## config.mk

```make
export PLATFORM = sky130hd
export DESIGN_NAME = vcs_device_flat
export DESIGN_NICKNAME = d
export VERILOG_FILES = /design/src/hdl/vcs_pkg.sv /design/src/hdl/vcs_if.sv /design/src/hdl/vcs_device.sv /design/src/flat_wrapper.sv
export SDC_FILE = /design/constraint.sdc
export NUM_CORES = 1
export LEC_CHECK = 0
export BUFFER_PORTS_ARGS = -buffer_cell sky130_fd_sc_hd__buf_2
export CORE_AREA = 2 2 112 114
export DETAILED_ROUTE_END_ITERATION = 10
export DIE_AREA = 0 0 114 116
export GPL_TIMING_DRIVEN = 0
export HOLD_SLACK_MARGIN = 0.06
export PLACE_DENSITY = 0.7
export SETUP_SLACK_MARGIN = 0.1
export SLEW_MARGIN = 20
export SYNTH_ARGS = -nofsm -noshare
export SYNTH_HDL_FRONTEND = slang
export SYNTH_SLANG_ARGS = --single-unit
```

## constraint.sdc

```tcl
create_clock -name clk_sys_i -period 4.3 [get_ports clk_sys_i]
set_input_delay 0.645 -clock clk_sys_i [delete_from_list [all_inputs] [get_ports clk_sys_i]]
set_output_delay 0.645 -clock clk_sys_i [all_outputs]
set_load 0.03 [all_outputs]
```

## src/hdl/vcs_pkg.sv

```systemverilog
// shared constants and state types of the voice codec serial port
package vcs_pkg;

  localparam int unsigned VCS_LEN_COMP = 8;
  localparam int unsigned VCS_LEN_LIN = 16;
  localparam int unsigned VCS_WORD_W = 16;
  localparam int unsigned VCS_CNT_W = 5;

  localparam int unsigned VCS_SYS_PERIOD_NS = 20;
  localparam int unsigned VCS_MCLK_PERIOD_NS = 320;
  localparam int unsigned VCS_MCLK_HALF = VCS_MCLK_PERIOD_NS / (2 * VCS_SYS_PERIOD_NS);
  localparam int unsigned VCS_MODE_HOLD_NS = 1280;
  localparam int unsigned VCS_MODE_HOLD = VCS_MODE_HOLD_NS / VCS_SYS_PERIOD_NS;

  localparam logic VCS_LINE_IDLE = 1'b1;
  localparam logic VCS_OE_OFF_N = 1'b1;
  localparam logic VCS_OE_ON_N = 1'b0;

  typedef enum logic [2:0] {
    VCS_TX_IDLE = 3'b001,
    VCS_TX_ARM = 3'b010,
    VCS_TX_SHIFT = 3'b100
  } vcs_tx_state_t;

  typedef enum logic [1:0] {
    VCS_H_IDLE = 2'b01,
    VCS_H_RUN = 2'b10
  } vcs_host_state_t;

endpackage

```

## src/hdl/vcs_if.sv

```systemverilog
// serial link between codec port and its host
`timescale 1ns/100ps
interface vcs_if;
  logic mclk;
  logic tx_frame_sync;
  logic rx_frame_sync;
  logic tx_bit_clock;
  logic rx_bit_clock;
  logic din;
  logic dout;
  logic dout_oe_n;
  logic tx_slot_strobe_n_out;
  logic tx_slot_strobe_n_oe_n;
  logic dout_line;
  logic tx_slot_strobe_n;

  // released lines park high, as a pull-up would leave them
  assign dout_line = dout_oe_n ? 1'b1 : dout;
  assign tx_slot_strobe_n = tx_slot_strobe_n_oe_n ? 1'b1 : tx_slot_strobe_n_out;

  modport dev (
    input mclk, tx_frame_sync, rx_frame_sync, tx_bit_clock, rx_bit_clock, din,
    output dout, dout_oe_n, tx_slot_strobe_n_out, tx_slot_strobe_n_oe_n
  );
  modport host (
    output mclk, tx_frame_sync, rx_frame_sync, tx_bit_clock, rx_bit_clock, din,
    input dout_line, tx_slot_strobe_n
  );
endinterface

```

## src/hdl/vcs_device.sv

```systemverilog
// codec end of the serial pcm port: transmit shifter, receive shifter, mode detect
//
// Behaviour
// - words travel msb first, lsb last
// - 8 bits companded, 16 bits linear
// - fixed: bits driven after master rising edges
// - fixed: release data after last falling edge
// - fixed: strobe low after bit 1 rising
// - fixed: strobe high after last falling edge
// - fixed: frame start seen on falling edge
// - fixed: receive sampled on master falling edges
// - variable: bit 1 follows frame sync rising
// - variable: later bits on bit clock rising
// - variable: release data when frame sync low
// - variable: receive sampled on bit clock falling
// - variable: frame start on bit clock falling
// - variable: host drops tx sync after last bit
// - receive bit clock high selects fixed mode
// - variable: word repeats while sync stays high
// - host bit clocks synchronous to master
// - fixed: master clock shifts both directions
`timescale 1ns/100ps
module vcs_device
  import vcs_pkg::*;
#(
  parameter int unsigned MODE_HOLD = VCS_MODE_HOLD
) (
  input wire logic clk_sys_i,
  input wire logic rst_n_i,
  vcs_if.dev link,
  input wire logic linear_mode_i,
  input wire logic [VCS_WORD_W-1:0] tx_word_i,
  output logic tx_load_o,
  output logic [VCS_WORD_W-1:0] rx_word_o,
  output logic rx_valid_o,
  output logic var_mode_o
);

  initial
  begin
    if (MODE_HOLD < 2 * VCS_MCLK_HALF || MODE_HOLD > 65535)
      $error("vcs_device: MODE_HOLD out of range");
  end

  // link pins: {mclk, tx sync, rx sync, tx bit clock, rx bit clock, din}
  logic [5:0] meta_q;
  logic [5:0] sync_q;
  logic [5:0] prev_q;
  always_ff @(posedge clk_sys_i or negedge rst_n_i)
  begin
    if (!rst_n_i)
    begin
      // bit clocks idle high: resetting to their idle level avoids a false edge and a false mode
      meta_q <= 6'h06;
      sync_q <= 6'h06;
      prev_q <= 6'h06;
    end
    else
    begin
      meta_q <= {link.mclk, link.tx_frame_sync, link.rx_frame_sync,
                 link.tx_bit_clock, link.rx_bit_clock, link.din};
      sync_q <= meta_q;
      prev_q <= sync_q;
    end
  end

  wire logic tx_sync_s = sync_q[4];
  wire logic rx_sync_s = sync_q[3];
  wire logic rx_bclk_s = sync_q[1];
  wire logic din_s = sync_q[0];
  wire logic m_rise = sync_q[5] & ~prev_q[5];
  wire logic m_fall = ~sync_q[5] & prev_q[5];
  wire logic tx_sync_rise = sync_q[4] & ~prev_q[4];
  wire logic x_rise = sync_q[2] & ~prev_q[2];
  wire logic x_fall = ~sync_q[2] & prev_q[2];
  wire logic r_fall = ~sync_q[1] & prev_q[1];

  // mode detect: a receive bit clock that stays high long enough means fixed rate
  logic var_q;
  logic [15:0] hold_cnt_q;

  always_ff @(posedge clk_sys_i or negedge rst_n_i)
  begin
    if (!rst_n_i)
    begin
      var_q <= 1'b0;
      hold_cnt_q <= 16'h0000;
    end
    else if (!rx_bclk_s)
    begin
      var_q <= 1'b1;
      hold_cnt_q <= 16'h0000;
    end
    else if (hold_cnt_q == 16'(MODE_HOLD))
      var_q <= 1'b0;
    else
      hold_cnt_q <= hold_cnt_q + 16'h0001;
  end

  assign var_mode_o = var_q;

  // transmit side
  vcs_tx_state_t tx_state_q;
  logic [VCS_WORD_W-1:0] tx_sh_q;
  logic [VCS_WORD_W-1:0] tx_hold_q;
  logic [VCS_CNT_W-1:0] tx_cnt_q;
  logic [VCS_CNT_W-1:0] tx_len_q;
  logic tx_frame_ok_q;
  logic dout_q;
  logic dout_oe_n_q;
  logic stb_oe_n_q;
  logic tx_load_q;
  // companded words sit in the top byte so the msb is always bit 15
  wire logic [VCS_WORD_W-1:0] tx_word_al = linear_mode_i ? tx_word_i : {tx_word_i[7:0], 8'h00};
  wire logic [VCS_CNT_W-1:0] len_now = linear_mode_i ? VCS_CNT_W'(VCS_LEN_LIN) : VCS_CNT_W'(VCS_LEN_COMP);

  always_ff @(posedge clk_sys_i or negedge rst_n_i)
  begin
    if (!rst_n_i)
    begin
      tx_state_q <= VCS_TX_IDLE;
      tx_sh_q <= 16'h0000;
      tx_hold_q <= 16'h0000;
      tx_cnt_q <= '0;
      tx_len_q <= VCS_CNT_W'(VCS_LEN_COMP);
      tx_frame_ok_q <= 1'b0;
      dout_q <= VCS_LINE_IDLE;
      dout_oe_n_q <= VCS_OE_OFF_N;
      stb_oe_n_q <= VCS_OE_OFF_N;
      tx_load_q <= 1'b0;
    end
    else
    begin
      tx_load_q <= 1'b0;
      case (tx_state_q)
        VCS_TX_IDLE:
        begin
          if (!var_q && m_fall && tx_sync_s)
          begin
            tx_sh_q <= tx_word_al;
            tx_hold_q <= tx_word_al;
            tx_len_q <= len_now;
            tx_load_q <= 1'b1;
            tx_state_q <= VCS_TX_ARM;
          end
          else if (var_q && tx_sync_rise)
          begin
            tx_sh_q <= tx_word_al;
            tx_hold_q <= tx_word_al;
            tx_len_q <= len_now;
            tx_load_q <= 1'b1;
            dout_q <= tx_word_al[VCS_WORD_W-1];
            dout_oe_n_q <= VCS_OE_ON_N;
            stb_oe_n_q <= VCS_OE_ON_N;
            tx_cnt_q <= VCS_CNT_W'(1);
            tx_frame_ok_q <= 1'b0;
            tx_state_q <= VCS_TX_SHIFT;
          end
        end
        VCS_TX_ARM:
        begin
          if (m_rise)
          begin
            dout_q <= tx_sh_q[VCS_WORD_W-1];
            dout_oe_n_q <= VCS_OE_ON_N;
            stb_oe_n_q <= VCS_OE_ON_N;
            tx_cnt_q <= VCS_CNT_W'(1);
            tx_state_q <= VCS_TX_SHIFT;
          end
        end
        VCS_TX_SHIFT:
        begin
          if (!var_q)
          begin
            if (m_rise && tx_cnt_q != tx_len_q)
            begin
              tx_sh_q <= tx_sh_q << 1;
              dout_q <= tx_sh_q[VCS_WORD_W-2];
              tx_cnt_q <= tx_cnt_q + VCS_CNT_W'(1);
            end
            else if (m_fall && tx_cnt_q == tx_len_q)
            begin
              dout_oe_n_q <= VCS_OE_OFF_N;
              stb_oe_n_q <= VCS_OE_OFF_N;
              dout_q <= VCS_LINE_IDLE;
              tx_state_q <= VCS_TX_IDLE;
            end
          end
          else if (!tx_sync_s)
          begin
            dout_oe_n_q <= VCS_OE_OFF_N;
            stb_oe_n_q <= VCS_OE_OFF_N;
            dout_q <= VCS_LINE_IDLE;
            tx_state_q <= VCS_TX_IDLE;
          end
          else if (x_fall)
            tx_frame_ok_q <= 1'b1;
          else if (x_rise && tx_frame_ok_q)
          begin
            if (tx_cnt_q == tx_len_q)
            begin
              tx_sh_q <= tx_hold_q;
              dout_q <= tx_hold_q[VCS_WORD_W-1];
              tx_cnt_q <= VCS_CNT_W'(1);
            end
            else
            begin
              tx_sh_q <= tx_sh_q << 1;
              dout_q <= tx_sh_q[VCS_WORD_W-2];
              tx_cnt_q <= tx_cnt_q + VCS_CNT_W'(1);
            end
          end
        end
        default:
        begin
          tx_state_q <= VCS_TX_IDLE;
          dout_oe_n_q <= VCS_OE_OFF_N;
          stb_oe_n_q <= VCS_OE_OFF_N;
        end
      endcase
    end
  end

  assign link.dout = dout_q;
  assign link.dout_oe_n = dout_oe_n_q;
  // strobe only pulls low while enabled, so its data may follow the enable
  assign link.tx_slot_strobe_n_out = stb_oe_n_q;
  assign link.tx_slot_strobe_n_oe_n = stb_oe_n_q;
  assign tx_load_o = tx_load_q;

  // receive side
  logic rx_busy_q;
  logic [VCS_WORD_W-1:0] rx_sh_q;
  logic [VCS_CNT_W-1:0] rx_cnt_q;
  logic [VCS_CNT_W-1:0] rx_len_q;
  logic [VCS_WORD_W-1:0] rx_word_q;
  logic rx_valid_q;
  wire logic r_edge = var_q ? r_fall : m_fall;

  always_ff @(posedge clk_sys_i or negedge rst_n_i)
  begin
    if (!rst_n_i)
    begin
      rx_busy_q <= 1'b0;
      rx_sh_q <= 16'h0000;
      rx_cnt_q <= '0;
      rx_len_q <= VCS_CNT_W'(VCS_LEN_COMP);
      rx_word_q <= 16'h0000;
      rx_valid_q <= 1'b0;
    end
    else
    begin
      rx_valid_q <= 1'b0;
      if (!rx_busy_q && r_edge && rx_sync_s)
      begin
        rx_sh_q <= {15'h0000, din_s};
        rx_cnt_q <= VCS_CNT_W'(1);
        rx_len_q <= len_now;
        rx_busy_q <= 1'b1;
      end
      else if (rx_busy_q && r_edge)
      begin
        rx_sh_q <= {rx_sh_q[VCS_WORD_W-2:0], din_s};
        rx_cnt_q <= rx_cnt_q + VCS_CNT_W'(1);
        if (rx_cnt_q + VCS_CNT_W'(1) == rx_len_q)
        begin
          // hand over only once the last bit is in
          rx_word_q <= {rx_sh_q[VCS_WORD_W-2:0], din_s};
          rx_valid_q <= 1'b1;
          rx_busy_q <= 1'b0;
        end
      end
    end
  end

  assign rx_word_o = rx_word_q;
  assign rx_valid_o = rx_valid_q;

endmodule // vcs_device

```

## src/flat_wrapper.sv

```systemverilog
// flat-port wrapper written by rule: the top's interface ports become plain ports
module vcs_device_flat import vcs_pkg::*;
#(
  parameter int unsigned MODE_HOLD = VCS_MODE_HOLD
)
  (clk_sys_i, rst_n_i, linear_mode_i, tx_word_i, tx_load_o, rx_word_o, rx_valid_o, var_mode_o, link_mclk, link_tx_frame_sync, link_rx_frame_sync, link_tx_bit_clock, link_rx_bit_clock, link_din, link_dout, link_dout_oe_n, link_tx_slot_strobe_n_out, link_tx_slot_strobe_n_oe_n);
  vcs_if link_i ();
  input wire logic clk_sys_i;
  input wire logic rst_n_i;
  input wire logic linear_mode_i;
  input wire logic [VCS_WORD_W-1:0] tx_word_i;
  output logic tx_load_o;
  output logic [VCS_WORD_W-1:0] rx_word_o;
  output logic rx_valid_o;
  output logic var_mode_o;
  input wire logic [$bits(link_i.mclk)-1:0] link_mclk;
  input wire logic [$bits(link_i.tx_frame_sync)-1:0] link_tx_frame_sync;
  input wire logic [$bits(link_i.rx_frame_sync)-1:0] link_rx_frame_sync;
  input wire logic [$bits(link_i.tx_bit_clock)-1:0] link_tx_bit_clock;
  input wire logic [$bits(link_i.rx_bit_clock)-1:0] link_rx_bit_clock;
  input wire logic [$bits(link_i.din)-1:0] link_din;
  output wire logic [$bits(link_i.dout)-1:0] link_dout;
  output wire logic [$bits(link_i.dout_oe_n)-1:0] link_dout_oe_n;
  output wire logic [$bits(link_i.tx_slot_strobe_n_out)-1:0] link_tx_slot_strobe_n_out;
  output wire logic [$bits(link_i.tx_slot_strobe_n_oe_n)-1:0] link_tx_slot_strobe_n_oe_n;
  assign link_i.mclk = link_mclk;
  assign link_i.tx_frame_sync = link_tx_frame_sync;
  assign link_i.rx_frame_sync = link_rx_frame_sync;
  assign link_i.tx_bit_clock = link_tx_bit_clock;
  assign link_i.rx_bit_clock = link_rx_bit_clock;
  assign link_i.din = link_din;
  assign link_dout = link_i.dout;
  assign link_dout_oe_n = link_i.dout_oe_n;
  assign link_tx_slot_strobe_n_out = link_i.tx_slot_strobe_n_out;
  assign link_tx_slot_strobe_n_oe_n = link_i.tx_slot_strobe_n_oe_n;
  vcs_device #(.MODE_HOLD(MODE_HOLD)) u_core (.clk_sys_i(clk_sys_i), .rst_n_i(rst_n_i), .link(link_i), .linear_mode_i(linear_mode_i), .tx_word_i(tx_word_i), .tx_load_o(tx_load_o), .rx_word_o(rx_word_o), .rx_valid_o(rx_valid_o), .var_mode_o(var_mode_o));
endmodule
```

=== Word level (Yosys, flattened, before mapping) ===
Cells that the tools add are included.
W data, S select, Z words.

* Multiplexer cells: 71
* Bitwise logic cells: 13
* $add $sub $neg: 3
* Reduce and logical (&&, ||, !) cells: 25
* Eq/ne operators: 26

{| class="wikitable"
|+ Operators by type and width
! operator !! count
|-
| $mux W16 || 11
|-
| $mux W5 || 14
|-
| $pmux W16 S2 || 1
|-
| $mux W1 || 31
|-
| $mux W15 || 2
|-
| $mux W3 || 7
|-
| $reduce_and A6 Y1 || 3
|-
| $add A16 B1 Y16 const B || 1
|-
| $eq A16 B7 Y1 const B || 1
|-
| $pmux W5 S3 || 1
|-
| $add A5 B1 Y5 const B || 2
|-
| $eq A5 B5 Y1 || 2
|-
| $ne A2 B1 Y1 const B || 5
|-
| $logic_and A1 B1 Y1 || 9
|-
| $ne A3 B1 Y1 const B || 3
|-
| $ne A3 B3 Y1 const B || 3
|-
| $pmux W3 S3 || 1
|-
| $ne A4 B4 Y1 const B || 2
|-
| $reduce_and A8 Y1 || 1
|-
| $reduce_bool A2 Y1 || 4
|-
| $not A1 Y1 || 7
|-
| $reduce_and A7 Y1 || 1
|-
| $and A1 B1 Y1 || 6
|-
| $ne A2 B2 Y1 const B || 3
|-
| other kinds (13) || 17
|}

* Flip-flop bits (word level): 127
* Word-level logic and storage cells: 158
* Bits of input ports: 25
* Output and inout port bits: 23

=== Logic depth before layout (Yosys ltp) ===
* Word-level depth: 8
* Depth in mapped cells: 9
* Depth with buffers taken out: 7

=== Worst setup path after synthesis ===
Ideal clock, no wire load.

* Path type: reg-to-reg
* Start point: register u_core.var_q, in the netlist u_core.var_mode_o
* End point: register u_core.rx_word_q[0], in the netlist u_core.rx_word_o[0]
* Arrival time: 2.048 ns
* Path slack: 2.127 ns
* Data required time: 4.175 ns
* Clock period less this slack: 2.173 ns
* Buffers on the path: 2
* Cell stages (with the launch flop): 7
* Library setup time: 0.125 ns
* Cell sequence: dfrtp_1 > buf_6 > nor3b_2 > o21ai_2 > nor4_4 > buf_8 > mux2_4

* Word-level cells in the longest chain between the ends: 5
* Elaborated cells on any way between the ends: 6
* Classes of those cells: 1 x mux; 1 x bitwise; 4 x reduce/logical

{| class="wikitable"
|+ RTL lines
! what !! RTL line !! source
|-
| start, declared || vcs_device.sv:79 || <nowiki>logic var_q;</nowiki>
|-
| start signal, assigned || vcs_device.sv:86 || <nowiki>var_q <= 1'b0;</nowiki>
|-
| start signal, assigned || vcs_device.sv:91 || <nowiki>var_q <= 1'b1;</nowiki>
|-
| start signal, assigned || vcs_device.sv:95 || <nowiki>var_q <= 1'b0;</nowiki>
|-
| $mux W1 (*) || vcs_device.sv:238 || <nowiki>wire logic r_edge = var_q ? r_fall : m_fall;</nowiki>
|-
| $logic_and A1 B1 Y1 (2 in a row) || vcs_device.sv:254 || <nowiki>if (!rx_busy_q && r_edge && rx_sync_s)</nowiki>
|-
| $not A1 Y1 (no line) || - ||
|-
| $reduce_and A3 Y1 (no line) (*) || - ||
|-
| end signal, assigned || vcs_device.sv:268 || <nowiki>rx_word_q <= {rx_sh_q[VCS_WORD_W-2:0], din_s};</nowiki>
|-
| end, declared || vcs_device.sv:236 || <nowiki>logic [VCS_WORD_W-1:0] rx_word_q;</nowiki>
|}

Every way passes the cells marked *; elsewhere a longest branch is shown, timed or not.
A chain may end at the register's enable or synchronous reset.

=== Final worst setup path ===
* Start point: register u_core.rx_cnt_q[0]
* End point: register u_core.rx_word_q[0], in the netlist u_core.rx_word_o[0]

* Word-level cells in the longest chain between the ends: 3

{| class="wikitable"
|+ RTL lines
! what !! RTL line !! source
|-
| start, declared || vcs_device.sv:234 || <nowiki>logic [VCS_CNT_W-1:0] rx_cnt_q;</nowiki>
|-
| start signal, assigned || vcs_device.sv:264 || <nowiki>rx_cnt_q <= rx_cnt_q + VCS_CNT_W'(1);</nowiki>
|-
| $add A5 B1 Y5 || vcs_device.sv:265 || <nowiki>if (rx_cnt_q + VCS_CNT_W'(1) == rx_len_q)</nowiki>
|-
| $eq A5 B5 Y1 || vcs_device.sv:265 ||
|-
| $reduce_and A3 Y1 (no line) || - ||
|}

No other way between the ends.

==> impl_metrics.json <==
{
  "status": "finished, final reports clean",
  "critical_path_arrival_ns": 2.70,
  "yosys_most_used_dff": "dfrtp_1",
  "vias": 3706,
  "postCtsHoldBufs": 0,
  "wl_met3_um": 450,
  "setup_viol_count_final": 0,
  "post_cts_buffers": 0,
  "syn_area_per_cell_sq_um": 11.6,
  "drt_wl_total_um": 10700,
  "die_h_um": 116,
  "postPlaceCellArea_sq_um": 5750,
  "drc": 0,
  "yosys_warnings": 0,
  "min_path_type": "in -> async",
  "cts_tree": "built",
  "netlist_instances": 458,
  "maxSlewViolCount": 0,
  "fillers": 1046,
  "area_growth_pct": 20.2,
  "ios": 48,
  "grt-ovfl-total": 0,
  "dr.pass1.iters": 4,
  "ctsRootBufferMaster": "clkbuf_16",
  "grt_pass1_wl_um": 18400,
  "clock_sinks": 119,
  "vdd.ir_drop.worst_mv": 0.300,
  "core_sq_um": 11900,
  "skew_ns": 0.0103,
  "clock_latency_ns": 0.42,
  "cap_violations": 0,
  "endpoint_kind": "flop",
  "netlist_area_sq_um": 5300,
  "seq_area_sq_um": 2990,
  "numPortBuffers": 47,
  "p_leak_nw": 2.93,
  "start_kind": "flop",
  "nNetsFinal": 556,
  "cts_made_buffers": 17,
  "hold_viol": 0,
  "cts_buffer_depth": 2,
  "yosysSeqAreaShare": 0.565,
  "timing.final.crit_period_ns": 2.40,
  "worst_slew_pin_slew_ns": 0.716,
  "wl_met1_um": 5010,
  "fin_setup_tns_ns": 0,
  "dr.max_layer_used": "met4",
  "max_clock_freq_ghz": 0.417,
  "drtAntennaViolNets": 0,
  "wl_met2_um": 5010,
  "initial_core_util": 0.445,
  "rows": 40,
  "gr-usage-all-layers": 0.180,
  "via_per_inst": 5.41,
  "antennaDiodeCount": 0,
  "slew_headroom": 0.519,
  "grt_max_degree": 79,
  "antenna_found_initial": 0,
  "power_density_nw_per_um2": 634,
  "ys_seq_elements": 119,
  "post_cts_resized": 0,
  "drive_gt1_frac": 0.240,
  "dp_hpwl_um": 7180,
  "drt-initial-drc-count": 208,
  "synth_cell_types": 59,
  "synth_edf_count": 0,
  "cp.required_ns": 4.60,
  "synth_async_sr_flop_share": 1.00,
  "final_cell_area_sq_um": 6370,
  "critical_path_class": "reg -> reg",
  "gp_congestion": 0.878,
  "rsz0062_at_grt": "no",
  "min_period_over_period": 0.558,
  "htreeDepth": 4,
  "multi_input_area_sq_um": 2130,
  "die_area_sq_um": 13200,
  "syn_nets": 489,
  "die_x_um": 114,
  "cts.clk_slew.worst_paths_ns": 0.05,
  "cp_max_fo": 10,
  "wl_per_cell_um": 15.6,
  "first_global_vias": 3751
}
## path summary, 6_finish.rpt
check,start,end,slack (ns),cells after the start
min reg2reg,u_core.meta_q[5],u_core.sync_q[5],0.35,0
min,rst_n_i,u_core.tx_hold_q[9],0.13,1
max in group asynchronous,rst_n_i,u_core.rx_len_q[3],3.42,2
min in group clk_sys_i,link_rx_bit_clock,u_core.meta_q[1],0.33,1
max reg2reg,u_core.rx_cnt_q[0],u_core.rx_word_o[0],1.90,7
max,u_core.rx_cnt_q[0],u_core.rx_word_o[0],1.90,7
## Yosys cell counts (2+ instances only)
master	n	area share
buf_4	3	0.0043
o41ai_1	2	0.0033
buf_2	5	0.0047
clkbuf_1	12	0.0085
or2_2	2	0.0024
nor3b_2	2	0.0047
a31oi_1	2	0.0024
a2bb2oi_1	22	0.036
nand4_1	6	0.0071
nor3_1	2	0.0019
o221ai_1	8	0.013
o31ai_1	4	0.0057
o21a_1	8	0.011
and3_1	5	0.0059
nor2b_1	4	0.0047
xnor2_1	12	0.020
nand3b_1	3	0.0043
nor2_1	29	0.021
dfrtp_1	108	0.51
dfstp_2	11	0.055
mux2i_1	11	0.021
nand2b_1	7	0.0083
mux2_4	9	0.026
ha_1	6	0.014
a22o_1	15	0.025
nand2_1	47	0.033
nor4_1	3	0.0035
mux2_2	11	0.023
o21ai_0	34	0.032
nand3_1	9	0.0085
nand4bb_1	2	0.0043
nor3b_1	3	0.0043
xor2_1	8	0.013
a21oi_1	7	0.0066
inv_1	12	0.0085
## cells in the final DEF (no fill, tap or decap), types with 8 or more instances in the layout
cell,count
mux2i_1,11
mux2_2,11
o21ai_0,34
dfstp_2,11
nand2_1,47
a2bb2oi_1,22
a22o_1,15
nor2_1,29
buf_2,51
o21a_1,8
xnor2_1,12
dfrtp_1,108
mux2_4,9
xor2_1,8
nand3_1,9
clkbuf_16,17
clkbuf_1,14
o221ai_1,8
inv_1,12
## power by group
group	total [W]	leakage, nW	switching (W)	internal (W)
registers	0.00165	1.49	0.000217	0.00144
clock network	0.00147	0.306	0.000489	0.000983
logic	0.000913	1.13	0.000487	0.000427
## final cells by class
class / instances / share of cell area
Tap cell: 147 / 0.0289
Sequential cell: 119 / 0.470
Clock buffer: 24 / 0.0788
Inverter: 13 / 0.00766
Buffer: 23 / 0.0193
Timing Repair Buffer: 48 / 0.0422
Clock inverter: 8 / 0.0185
Multi-Input combinational cell: 303 / 0.335
## worst max-delay path, stage by stage, from the launching register on
cell	delay, ns
dfrtp_1	0.44
ha_1	0.28
nand3_1	0.11
xor2_1	0.21
xnor2_1	0.13
nor4_4	0.55
buf_8	0.25
mux2_4	0.31
## per-layer routing
layer / global-route usage / up-vias
met4: 0.0732 / 0
li1: - / 1786
met1: 0.236 / 1840
met3: 0.0596 / 17
met5: 0 / -
met2: 0.278 / 63
## state kept, by name, summed over array words and instances (netlist names), 5 cells and up
signal             flops
u_core.tx_cnt_q        5
u_core.sync_q          6
u_core.meta_q          6
u_core.tx_sh_q        16
u_core.hold_cnt_q     16
u_core.rx_cnt_q        5
u_core.rx_word_o      16
u_core.rx_sh_q        15
u_core.tx_hold_q      16
## kinds of logic after synthesis
kind of cell / synth area share
AO/OA/AOI/OAI: 0.150
flip-flops: 0.565
buffers and inverters: 0.0324
XOR/XNOR: 0.0361
multiplexers: 0.0697
adder cells (fa/ha/maj): 0.0142
AND/OR/NAND/NOR: 0.133
## metrics by stage
step                      cells  total power [W]   util  worst slack (ns)  hold WS, ns
after floorplan             458          0.00232      -              2.13        0.331
after global placement      652          0.00253  0.480              1.19        0.334
after detailed placement    653          0.00258  0.483              1.87        0.336
after CTS                   685          0.00407  0.535              1.88        0.151
after global routing        685          0.00426  0.535              1.72        0.162
final                       685          0.00404  0.535              1.90        0.133
Power figures use the tool's default switching activity.
